==> src/hdl/edc_pkg.sv <==
// package of the event detect and capture configuration bank
// offsets, field positions, reset values and shared types
// assumes byte-wide register access from the configuration port
package edc_pkg;

  // --------------------------------------------------------------
  // register byte addresses, low byte of each pair first
  // --------------------------------------------------------------
  localparam logic [7:0] ADDR_ROUTE_MODE = 8'h1c;
  localparam logic [7:0] ADDR_DEPTH_LO = 8'h1d;
  localparam logic [7:0] ADDR_DEPTH_HI = 8'h1e;
  localparam logic [7:0] ADDR_HYST_LO = 8'h1f;
  localparam logic [7:0] ADDR_HYST_HI = 8'h20;
  localparam logic [7:0] ADDR_UPPER_LO = 8'h21;
  localparam logic [7:0] ADDR_UPPER_HI = 8'h22;
  localparam logic [7:0] ADDR_LOWER_LO = 8'h23;
  localparam logic [7:0] ADDR_LOWER_HI = 8'h24;
  localparam logic [7:0] ADDR_OFFSET_LO = 8'h25;
  localparam logic [7:0] ADDR_OFFSET_HI = 8'h26;

  // --------------------------------------------------------------
  // field positions of the route and mode byte
  // --------------------------------------------------------------
  localparam int BIT_DETECT_EN = 7;
  localparam int BIT_UPPER_FWD = 6;
  localparam int BIT_LOWER_FWD = 5;
  localparam int BIT_ERROR_FWD = 4;
  localparam int BIT_MODE_LSB = 0;

  // --------------------------------------------------------------
  // widths and writable masks
  // --------------------------------------------------------------
  localparam int DEPTH_W = 15;
  localparam int HYST_W = 11;
  localparam int LIMIT_W = 12;
  localparam int RESULT_W = 20;
  localparam logic [7:0] ROUTE_WMASK = 8'hf3;
  localparam logic [15:0] DEPTH_WMASK = 16'h7fff;
  localparam logic [15:0] HYST_WMASK = 16'h07ff;
  localparam logic [15:0] LIMIT_WMASK = 16'h0fff;

  // --------------------------------------------------------------
  // reset values and depth limits
  // --------------------------------------------------------------
  localparam logic [7:0] RST_ROUTE_MODE = 8'h00;
  localparam logic [14:0] RST_DEPTH = 15'h4000;
  localparam logic [10:0] RST_HYST = 11'h000;
  localparam logic [11:0] RST_LIMIT = 12'h000;
  localparam logic [11:0] RST_OFFSET = 12'h000;
  localparam logic [15:0] DEPTH_MIN = 16'h0001;
  localparam logic [15:0] DEPTH_MAX = 16'h4000;

  // --------------------------------------------------------------
  // capture modes
  // --------------------------------------------------------------
  localparam logic [1:0] MODE_OFF = 2'h0;
  localparam logic [1:0] MODE_IMMEDIATE = 2'h1;
  localparam logic [1:0] MODE_EVENT_LATEST = 2'h2;
  localparam logic [1:0] MODE_EVENT_ALL = 2'h3;

  // --------------------------------------------------------------
  // shared types
  // --------------------------------------------------------------
  typedef struct packed {
    logic detectEnable;
    logic upperDetectForward;
    logic lowerDetectForward;
    logic conversionErrorForward;
    logic [1:0] captureMode;
  } edc_route_t;

  typedef struct packed {
    logic upper;
    logic lower;
    logic convError;
  } edc_status_t;

  typedef enum logic [1:0] {
    SHOW_DEPTH = 2'b01,
    SHOW_LOCATION = 2'b10
  } edc_readback_t;

endpackage

==> src/hdl/edc_config_regs.sv <==
// event detect, capture mode and offset configuration bank
// byte register port from the configuration serial decoder;
// results, error pulses and capture progress from the datapath,
// all on the one sample clock
//
// Behaviour
// - detection fed only while enable bit set
// - bit 6 routes or masks upper detect
// - bit 5 routes or masks lower detect
// - bit 4 routes errors, never to capture
// - two-bit field selects capture behaviour
// - written depth clamped between 1 and 16384
// - depth is 15 bits, resets 0x4000
// - full-readout mode reads back event location once depth reached
// - other modes read back programmed depth
// - hysteresis is 11-bit unsigned step count
// - upper limit 12-bit two's complement
// - lower limit 12-bit two's complement
// - offset 12-bit two's complement, reset zero
// - 16-bit settings span two byte addresses
// - alert pin output is active low
`timescale 1ns/1ns
module edc_config_regs (
  input wire logic clock,
  input wire logic rst_n,
  input wire logic [7:0] regAddr,
  input wire logic [7:0] regWrData,
  input wire logic regWrEn,
  input wire logic regRdEn,
  output logic [7:0] regRdData,
  input wire logic resultValid,
  input wire logic [19:0] resultData,
  input wire logic conversionError,
  input wire logic depthReached,
  input wire logic [14:0] eventLocation,
  output logic correctedValid,
  output logic [19:0] correctedData,
  output edc_pkg::edc_status_t routedStatus,
  output logic captureEvent,
  output logic statusAlert_n,
  output logic [1:0] captureMode,
  output logic [14:0] captureDepth
);

  // --------------------------------------------------------------
  // functions
  // --------------------------------------------------------------
  function automatic logic [14:0] clampDepth(input logic [15:0] v);
    if (v < edc_pkg::DEPTH_MIN)
      clampDepth = edc_pkg::DEPTH_MIN[14:0];
    else if (v > edc_pkg::DEPTH_MAX)
      clampDepth = edc_pkg::DEPTH_MAX[14:0];
    else
      clampDepth = v[14:0];
  endfunction

  function automatic logic [19:0] satAdd(input logic [19:0] a,
                                         input logic [11:0] b);
    logic [20:0] sum;
    sum = {a[19], a} + {{9{b[11]}}, b};
    if (sum[20] != sum[19])
      satAdd = sum[20] ? 20'h80000 : 20'h7ffff;
    else
      satAdd = sum[19:0];
  endfunction

  function automatic logic isAddr(input logic [7:0] a,
                                  input logic [7:0] b);
    isAddr = (a == b);
  endfunction

  function automatic edc_pkg::edc_route_t routeFromByte(
    input logic [7:0] b
  );
    edc_pkg::edc_route_t r;
    r.detectEnable = b[edc_pkg::BIT_DETECT_EN];
    r.upperDetectForward = b[edc_pkg::BIT_UPPER_FWD];
    r.lowerDetectForward = b[edc_pkg::BIT_LOWER_FWD];
    r.conversionErrorForward = b[edc_pkg::BIT_ERROR_FWD];
    r.captureMode = b[edc_pkg::BIT_MODE_LSB +: 2];
    routeFromByte = r;
  endfunction

  function automatic logic [7:0] byteFromRoute(
    input edc_pkg::edc_route_t r
  );
    logic [7:0] b;
    b = 8'h00;
    b[edc_pkg::BIT_DETECT_EN] = r.detectEnable;
    b[edc_pkg::BIT_UPPER_FWD] = r.upperDetectForward;
    b[edc_pkg::BIT_LOWER_FWD] = r.lowerDetectForward;
    b[edc_pkg::BIT_ERROR_FWD] = r.conversionErrorForward;
    b[edc_pkg::BIT_MODE_LSB +: 2] = r.captureMode;
    byteFromRoute = b;
  endfunction

  localparam edc_pkg::edc_route_t ROUTE_RESET =
    routeFromByte(edc_pkg::RST_ROUTE_MODE);

  // --------------------------------------------------------------
  // storage
  // --------------------------------------------------------------
  edc_pkg::edc_route_t route;
  logic [14:0] depth;
  logic [10:0] hyst;
  logic [11:0] upperLimit;
  logic [11:0] lowerLimit;
  logic [11:0] offsetCoef;
  logic [7:0] lowStage;
  logic [14:0] location;
  edc_pkg::edc_readback_t readback;
  edc_pkg::edc_readback_t next_readback;

  // --------------------------------------------------------------
  // address decode
  // --------------------------------------------------------------
  wire logic wrRoute = regWrEn &&
    isAddr(regAddr, edc_pkg::ADDR_ROUTE_MODE);
  wire logic wrLowByte = regWrEn && (
    isAddr(regAddr, edc_pkg::ADDR_DEPTH_LO) ||
    isAddr(regAddr, edc_pkg::ADDR_HYST_LO) ||
    isAddr(regAddr, edc_pkg::ADDR_UPPER_LO) ||
    isAddr(regAddr, edc_pkg::ADDR_LOWER_LO) ||
    isAddr(regAddr, edc_pkg::ADDR_OFFSET_LO));
  wire logic wrDepth = regWrEn &&
    isAddr(regAddr, edc_pkg::ADDR_DEPTH_HI);
  wire logic wrHyst = regWrEn &&
    isAddr(regAddr, edc_pkg::ADDR_HYST_HI);
  wire logic wrUpper = regWrEn &&
    isAddr(regAddr, edc_pkg::ADDR_UPPER_HI);
  wire logic wrLower = regWrEn &&
    isAddr(regAddr, edc_pkg::ADDR_LOWER_HI);
  wire logic wrOffset = regWrEn &&
    isAddr(regAddr, edc_pkg::ADDR_OFFSET_HI);
  wire logic [15:0] pairWord = {regWrData, lowStage};

  // --------------------------------------------------------------
  // write side
  // --------------------------------------------------------------
  wire logic [7:0] routeWord = regWrData & edc_pkg::ROUTE_WMASK;
  wire logic [15:0] depthWord = pairWord & edc_pkg::DEPTH_WMASK;
  wire logic [15:0] hystWord = pairWord & edc_pkg::HYST_WMASK;
  wire logic [15:0] limitWord = pairWord & edc_pkg::LIMIT_WMASK;
  wire edc_pkg::edc_route_t writtenRoute = routeFromByte(routeWord);

  always_ff @(posedge clock or negedge rst_n)
  begin
    if (!rst_n)
      lowStage <= 8'h00;
    else if (wrLowByte)
      lowStage <= regWrData;
  end

  always_ff @(posedge clock or negedge rst_n)
  begin
    if (!rst_n)
      route <= ROUTE_RESET;
    else if (wrRoute)
      route <= writtenRoute;
  end

  always_ff @(posedge clock or negedge rst_n)
  begin
    if (!rst_n)
      depth <= edc_pkg::RST_DEPTH;
    else if (wrDepth)
      depth <= clampDepth(depthWord);
  end

  always_ff @(posedge clock or negedge rst_n)
  begin
    if (!rst_n)
      hyst <= edc_pkg::RST_HYST;
    else if (wrHyst)
      hyst <= hystWord[10:0];
  end

  always_ff @(posedge clock or negedge rst_n)
  begin
    if (!rst_n)
    begin
      upperLimit <= edc_pkg::RST_LIMIT;
      lowerLimit <= edc_pkg::RST_LIMIT;
      offsetCoef <= edc_pkg::RST_OFFSET;
    end
    else
    begin
      if (wrUpper)
        upperLimit <= limitWord[11:0];
      if (wrLower)
        lowerLimit <= limitWord[11:0];
      if (wrOffset)
        offsetCoef <= limitWord[11:0];
    end
  end

  // --------------------------------------------------------------
  // depth readback state: programmed depth or event location
  // --------------------------------------------------------------
  wire logic allMode = (route.captureMode == edc_pkg::MODE_EVENT_ALL);

  always_comb
  begin
    next_readback = readback;
    case (readback)
      edc_pkg::SHOW_DEPTH:
        if (allMode && depthReached)
          next_readback = edc_pkg::SHOW_LOCATION;
      edc_pkg::SHOW_LOCATION:
        if (!allMode || (wrDepth && !depthReached))
          next_readback = edc_pkg::SHOW_DEPTH;
      default:
        next_readback = edc_pkg::SHOW_DEPTH;
    endcase
  end

  always_ff @(posedge clock or negedge rst_n)
  begin
    if (!rst_n)
      readback <= edc_pkg::SHOW_DEPTH;
    else
      readback <= next_readback;
  end

  always_ff @(posedge clock or negedge rst_n)
  begin
    if (!rst_n)
      location <= 15'h0000;
    else if (allMode && depthReached)
      location <= eventLocation;
  end

  wire logic showLocation = allMode &&
    (readback == edc_pkg::SHOW_LOCATION);
  wire logic [15:0] depthRead = showLocation ?
    {1'b0, location} : {1'b0, depth};

  // --------------------------------------------------------------
  // read side
  // --------------------------------------------------------------
  wire logic [7:0] routeRead = byteFromRoute(route);
  wire logic [15:0] hystRead = {5'h00, hyst};
  wire logic [15:0] upperRead = {4'h0, upperLimit};
  wire logic [15:0] lowerRead = {4'h0, lowerLimit};
  wire logic [15:0] offsetRead = {4'h0, offsetCoef};
  wire logic [7:0] readMux =
    isAddr(regAddr, edc_pkg::ADDR_ROUTE_MODE) ? routeRead :
    isAddr(regAddr, edc_pkg::ADDR_DEPTH_LO) ? depthRead[7:0] :
    isAddr(regAddr, edc_pkg::ADDR_DEPTH_HI) ? depthRead[15:8] :
    isAddr(regAddr, edc_pkg::ADDR_HYST_LO) ? hystRead[7:0] :
    isAddr(regAddr, edc_pkg::ADDR_HYST_HI) ? hystRead[15:8] :
    isAddr(regAddr, edc_pkg::ADDR_UPPER_LO) ? upperRead[7:0] :
    isAddr(regAddr, edc_pkg::ADDR_UPPER_HI) ? upperRead[15:8] :
    isAddr(regAddr, edc_pkg::ADDR_LOWER_LO) ? lowerRead[7:0] :
    isAddr(regAddr, edc_pkg::ADDR_LOWER_HI) ? lowerRead[15:8] :
    isAddr(regAddr, edc_pkg::ADDR_OFFSET_LO) ? offsetRead[7:0] :
    isAddr(regAddr, edc_pkg::ADDR_OFFSET_HI) ? offsetRead[15:8] :
    8'h00;

  always_ff @(posedge clock or negedge rst_n)
  begin
    if (!rst_n)
      regRdData <= 8'h00;
    else if (regRdEn)
      regRdData <= readMux;
  end

  // --------------------------------------------------------------
  // offset correction of results
  // --------------------------------------------------------------
  always_ff @(posedge clock or negedge rst_n)
  begin
    if (!rst_n)
    begin
      correctedValid <= 1'b0;
      correctedData <= 20'h00000;
    end
    else
    begin
      correctedValid <= resultValid;
      if (resultValid)
        correctedData <= satAdd(resultData, offsetCoef);
    end
  end

  // --------------------------------------------------------------
  // threshold detection
  // --------------------------------------------------------------
  logic upperDetect;
  logic lowerDetect;
  wire logic detectFeed = correctedValid && route.detectEnable;

  edc_hyst_detect #(.IS_UPPER(1'b1)) upperDetector (
    .clock(clock),
    .rst_n(rst_n),
    .enable(route.detectEnable),
    .sampleValid(detectFeed),
    .sample(correctedData[19:8]),
    .limit(upperLimit),
    .hyst(hyst),
    .detect(upperDetect)
  );

  edc_hyst_detect #(.IS_UPPER(1'b0)) lowerDetector (
    .clock(clock),
    .rst_n(rst_n),
    .enable(route.detectEnable),
    .sampleValid(detectFeed),
    .sample(correctedData[19:8]),
    .limit(lowerLimit),
    .hyst(hyst),
    .detect(lowerDetect)
  );

  // --------------------------------------------------------------
  // status routing
  // --------------------------------------------------------------
  wire logic upperRouted = upperDetect && route.upperDetectForward;
  wire logic lowerRouted = lowerDetect && route.lowerDetectForward;
  wire logic errorRouted = conversionError &&
    route.conversionErrorForward;
  wire logic captureArmed = (route.captureMode == edc_pkg::MODE_EVENT_LATEST)
    || allMode;

  always_ff @(posedge clock or negedge rst_n)
  begin
    if (!rst_n)
    begin
      routedStatus <= 3'h0;
      captureEvent <= 1'b0;
      statusAlert_n <= 1'b1;
    end
    else
    begin
      routedStatus <= {upperRouted, lowerRouted, errorRouted};
      captureEvent <= captureArmed &&
        (upperRouted || lowerRouted);
      statusAlert_n <= !(upperRouted || lowerRouted ||
        errorRouted);
    end
  end

  assign captureMode = route.captureMode;
  assign captureDepth = depth;

endmodule // edc_config_regs

==> src/hdl/edc_hyst_detect.sv <==
// threshold detector with hysteresis for one limit
// assumes samples and limits in the same 12-bit signed scale
`timescale 1ns/1ns
module edc_hyst_detect #(
  parameter bit IS_UPPER = 1'b1
) (
  input wire logic clock,
  input wire logic rst_n,
  input wire logic enable,
  input wire logic sampleValid,
  input wire logic [11:0] sample,
  input wire logic [11:0] limit,
  input wire logic [10:0] hyst,
  output logic detect
);

  // --------------------------------------------------------------
  // widened signed compare
  // --------------------------------------------------------------
  wire logic signed [13:0] sampleWide = {{2{sample[11]}}, sample};
  wire logic signed [13:0] limitWide = {{2{limit[11]}}, limit};
  wire logic signed [13:0] hystWide = {3'h0, hyst};
  wire logic signed [13:0] releaseLevel = IS_UPPER ?
    limitWide - hystWide : limitWide + hystWide;
  wire logic crossIn = IS_UPPER ? (sampleWide > limitWide) :
    (sampleWide < limitWide);
  wire logic crossOut = IS_UPPER ? (sampleWide < releaseLevel) :
    (sampleWide > releaseLevel);
  wire logic next_detect = !enable ? 1'b0 :
    !sampleValid ? detect :
    crossIn ? 1'b1 :
    crossOut ? 1'b0 : detect;

  // --------------------------------------------------------------
  // detect state
  // --------------------------------------------------------------
  always_ff @(posedge clock or negedge rst_n)
  begin
    if (!rst_n)
      detect <= 1'b0;
    else
      detect <= next_detect;
  end

endmodule // edc_hyst_detect

==> config.mk <==
export PLATFORM = sky130hd
export DESIGN_NAME = edc_config_regs
export DESIGN_NICKNAME = d
export VERILOG_FILES = /design/src/hdl/edc_pkg.sv /design/src/hdl/edc_config_regs.sv /design/src/hdl/edc_hyst_detect.sv
export SDC_FILE = /design/constraint.sdc
export NUM_CORES = 1
export LEC_CHECK = 0
export ABC_AREA = 1
export BUFFER_PORTS_ARGS = -buffer_cell sky130_fd_sc_hd__buf_2
export CAP_MARGIN = 20
export CORE_MARGIN = 2
export CORE_UTILIZATION = 55
export CTS_BUF_LIST = sky130_fd_sc_hd__clkbuf_16
export CTS_CLUSTER_DIAMETER = 40
export DETAILED_ROUTE_END_ITERATION = 8
export MAX_ROUTING_LAYER = met4
export PLACE_DENSITY = 0.77
export SYNTH_ARGS = -nofsm -noshare
export SYNTH_HDL_FRONTEND = slang
export SYNTH_SLANG_ARGS = --single-unit
==> constraint.sdc <==
create_clock -name clock -period 3.3 [get_ports clock]
set_clock_uncertainty 0.05 [all_clocks]
set_input_delay 0.33 -clock clock [delete_from_list [all_inputs] [get_ports clock]]
set_output_delay 0.33 -clock clock [all_outputs]
set_load 0.01 [all_outputs]
==> reports/results.ini <==
[timing]
slew_violations=0
period_share_pct=92.79
fin_crit_ns=3.062
worst_slew_pin_slew_ns=0.8771
hold_slack_ns=-0.04070
fmax_ghz=0.3266
setup_violations=0
max_slew_margin_pct=41.13
hold_violations=57

[synthesis]
synth_fp_nets=1430
synth_warnings=0
ys_seq_area_share_pct=34.90
synth_area_leaders=dfrtp_1 34%, nand2_1 15%, ha_1 12%
ys_types=44
synth_ff_type=dfrtp_1
async_reset_ff_share_pct=100.0
synth_edf_count=0
synth_top_area_share_pct=34.04
synth_area_um2=9261
syn_avg_cell_area_um2=7.241
ys_top_cells_by_count=373 x nand2_1, 172 x inv_1, 126 x dfrtp_1
yosysTopAreaCell=dfrtp_1
synth_most_common_cell=nand2_1
synth-seq-cells=129
synth_cells=1279

[clock_network]
path_clk_slew_ns=0.07
clk_path_buf_depth=2
cts-hold-fix-buffers=0
cts_tree=done
numCtsBuffers=17
insertion_delay_ns=0.43
htreeDepth=4
cts.sinks=129
cts_root_buf=clkbuf_16

[routing]
routed_wl_mm=27.28
drc_errors=0
firstDrtPassIters=5
vias_per_cell=5.520
postRouteAntennaNets=0
wl_per_cell_um=16.75
first_iter_violations=844
vias=8986

[global_route]
grt_pass1_vias=7935
grt_max_degree=130
antenna_found_initial=0
grt_overflow=0
grt_pass1_wl_mm=41.75
grt_use_total_pct=31.27

[floorplan]
die_area_um2=17890
core_area_um2=16520
io-pin-count=109
fp-row-count=47
die_height_um=133.8
initial_core_util_pct=56.05
die_w_um=133.8

[finish]
num-nets-final=1546
area_growth_pct=15.85
n_antenna_cell=0
drive_gt1_share_pct=14.13
final_area_um2=10730

[min_path]
min_path_type=input pin to async pin

[place]
gp_congestion=0.9795
dpl_cell_area_um2=9997
portBuffers=108
dpl.hpwl_mm=20.42

[critical_path]
r2r_cells=23
cp.required_ns=3.57
end_kind=flop
cp_max_fo=3
rrSetupSlack_ns=0.24
path_class=flop to flop
start_kind=flop
cp.arrival_ns=3.33
rr_startpoint=hyst[0]$_DFFE_PN0P_
rr_endpoint=lowerDetector.detect$_DFFE_PN0P_

[power]
powerDensity_nw_per_um2=430.8
irDropWorstVdd_uv=420.6
p_leak_nw=5.599

[run]
maxCapViolCount=0

[run_status]
violations=hold timing
status=finished, violations left

==> final cells by class <==
type / count / area, µm²
fill: 1471 / 5796
multi-input combinational: 952 / 5281
sequential: 129 / 3232
timing repair buffer: 121 / 653.1
inverter: 174 / 653.1
clock buffer: 17 / 425.4
tap: 220 / 275.3
clock inverter: 15 / 209.0
==> sequential cells by signal, summed over array words and instances (netlist names) <==
signal / flops
captureDepth: 15
captureEvent: 1
captureMode: 2
correctedData: 20
correctedValid: 1
hyst: 11
location: 15
lowStage: 8
lowerDetector.detect: 1
lowerLimit: 12
offsetCoef: 12
readback: 2
regRdData: 8
route: 4
routedStatus: 3
statusAlert_n: 1
upperDetector.detect: 1
upperLimit: 12
==> per-stage QoR <==
stage          power (W)  std cells  setup slack, ns  util [%]  setup TNS, ns
2_1_floorplan   0.002295       1279           0.3679         -              0
3_3_place_gp    0.002587       1588           0.1912     60.50              0
3_5_place_dp    0.002609       1588          0.07762     60.50              0
4_1_cts         0.004597       1620          0.05219     64.34              0
5_1_grt         0.004813       1628         -0.01671     64.93       -0.01671
6_report        0.004622       1628           0.2379     64.93              0
==> how the worst max path moves through the flow <==
stage	slack (ns)	endpoint	cells past startpoint	startpoint
after global routing	-0.02	lowerDetector.detect$_DFFE_PN0P_	21	hyst[0]$_DFFE_PN0P_
final	0.24	lowerDetector.detect$_DFFE_PN0P_	23	hyst[0]$_DFFE_PN0P_
after global placement	0.19	lowerDetector.detect$_DFFE_PN0P_	24	hyst[0]$_DFFE_PN0P_
after detailed placement	0.08	lowerDetector.detect$_DFFE_PN0P_	24	hyst[0]$_DFFE_PN0P_
after floorplan	0.37	lowerDetector.detect$_DFFE_PN0P_	24	hyst[0]$_DFFE_PN0P_
after CTS	0.05	lowerDetector.detect$_DFFE_PN0P_	24	hyst[0]$_DFFE_PN0P_
==> repair_timing <==
| item | CTS | global route |
|---|---|---|
| resized for setup | 0 | 12 |
| setup endpoints to repair | 0 | 2 |
| setup buffers | 0 | 8 |
==> per-layer routing <==
metal / vias to the layer above / track usage (%) / wire length [µm]
met2: 409 / 46.55 / 12120
met1: 4104 / 44.43 / 12390
met4: 0 / 9.161 / 584
met3: 58 / 4.680 / 2180
li1: 4415 / - / -
met5: - / - / 0
==> critical path: stages (launching register included) <==
cell and delay (ns):
dfrtp_1 0.38, ha_2 0.20, inv_1 0.05, fa_2 0.35, inv_1 0.09, a31oi_2 0.12, o21ai_2 0.18, nand2_1 0.08
a21oi_2 0.13, nor2_1 0.06, xor2_1 0.14, ha_1 0.31, nand2_1 0.08, nor2_1 0.04, inv_1 0.08, a21oi_2 0.03
nor2_1 0.15, nand3b_1 0.10, nand2_1 0.08, nand2_1 0.04, nand2_1 0.06, nand2_1 0.05, nand2_1 0.05, nand2_1 0.06
==> power by group <==
part | switching [W] | internal, W
clock network | 0.000843 | 0.00117
registers | 0.000109 | 0.00166
logic | 0.000534 | 0.000309
total | 0.00149 | 0.00314
==> placed cells by master, fill, tap and decap left out, types with 6 or more instances in the layout <==
cell type and instances:
nand2_1 373, inv_1 172, dfrtp_1 126, o21ai_0 115
buf_2 107, ha_1 88, nor2_1 85, a21oi_1 76
nand3_1 60, nand4_1 27, xor2_1 24, clkbuf_16 17
buf_4 13, a21oi_2 12, nor2_2 11, nor3_1 10
inv_8 8, xnor2_1 7, o21ai_1 7, nand3b_1 6
o211ai_1 6
==> kinds of logic after synthesis <==
| logic type | count (synthesis) | synth area share, % |
|---|---|---|
| AO/OA/AOI/OAI | 238 | 13.96 |
| XOR/XNOR | 31 | 2.932 |
| adder cells (fa/ha/maj) | 93 | 12.81 |
| buffers and inverters | 198 | 8.484 |
| flip-flops | 129 | 34.90 |
| multiplexers | 2 | 0.2162 |
| AND/OR/NAND/NOR | 588 | 26.71 |
Note: power is estimated with default switching activity, not from simulation.
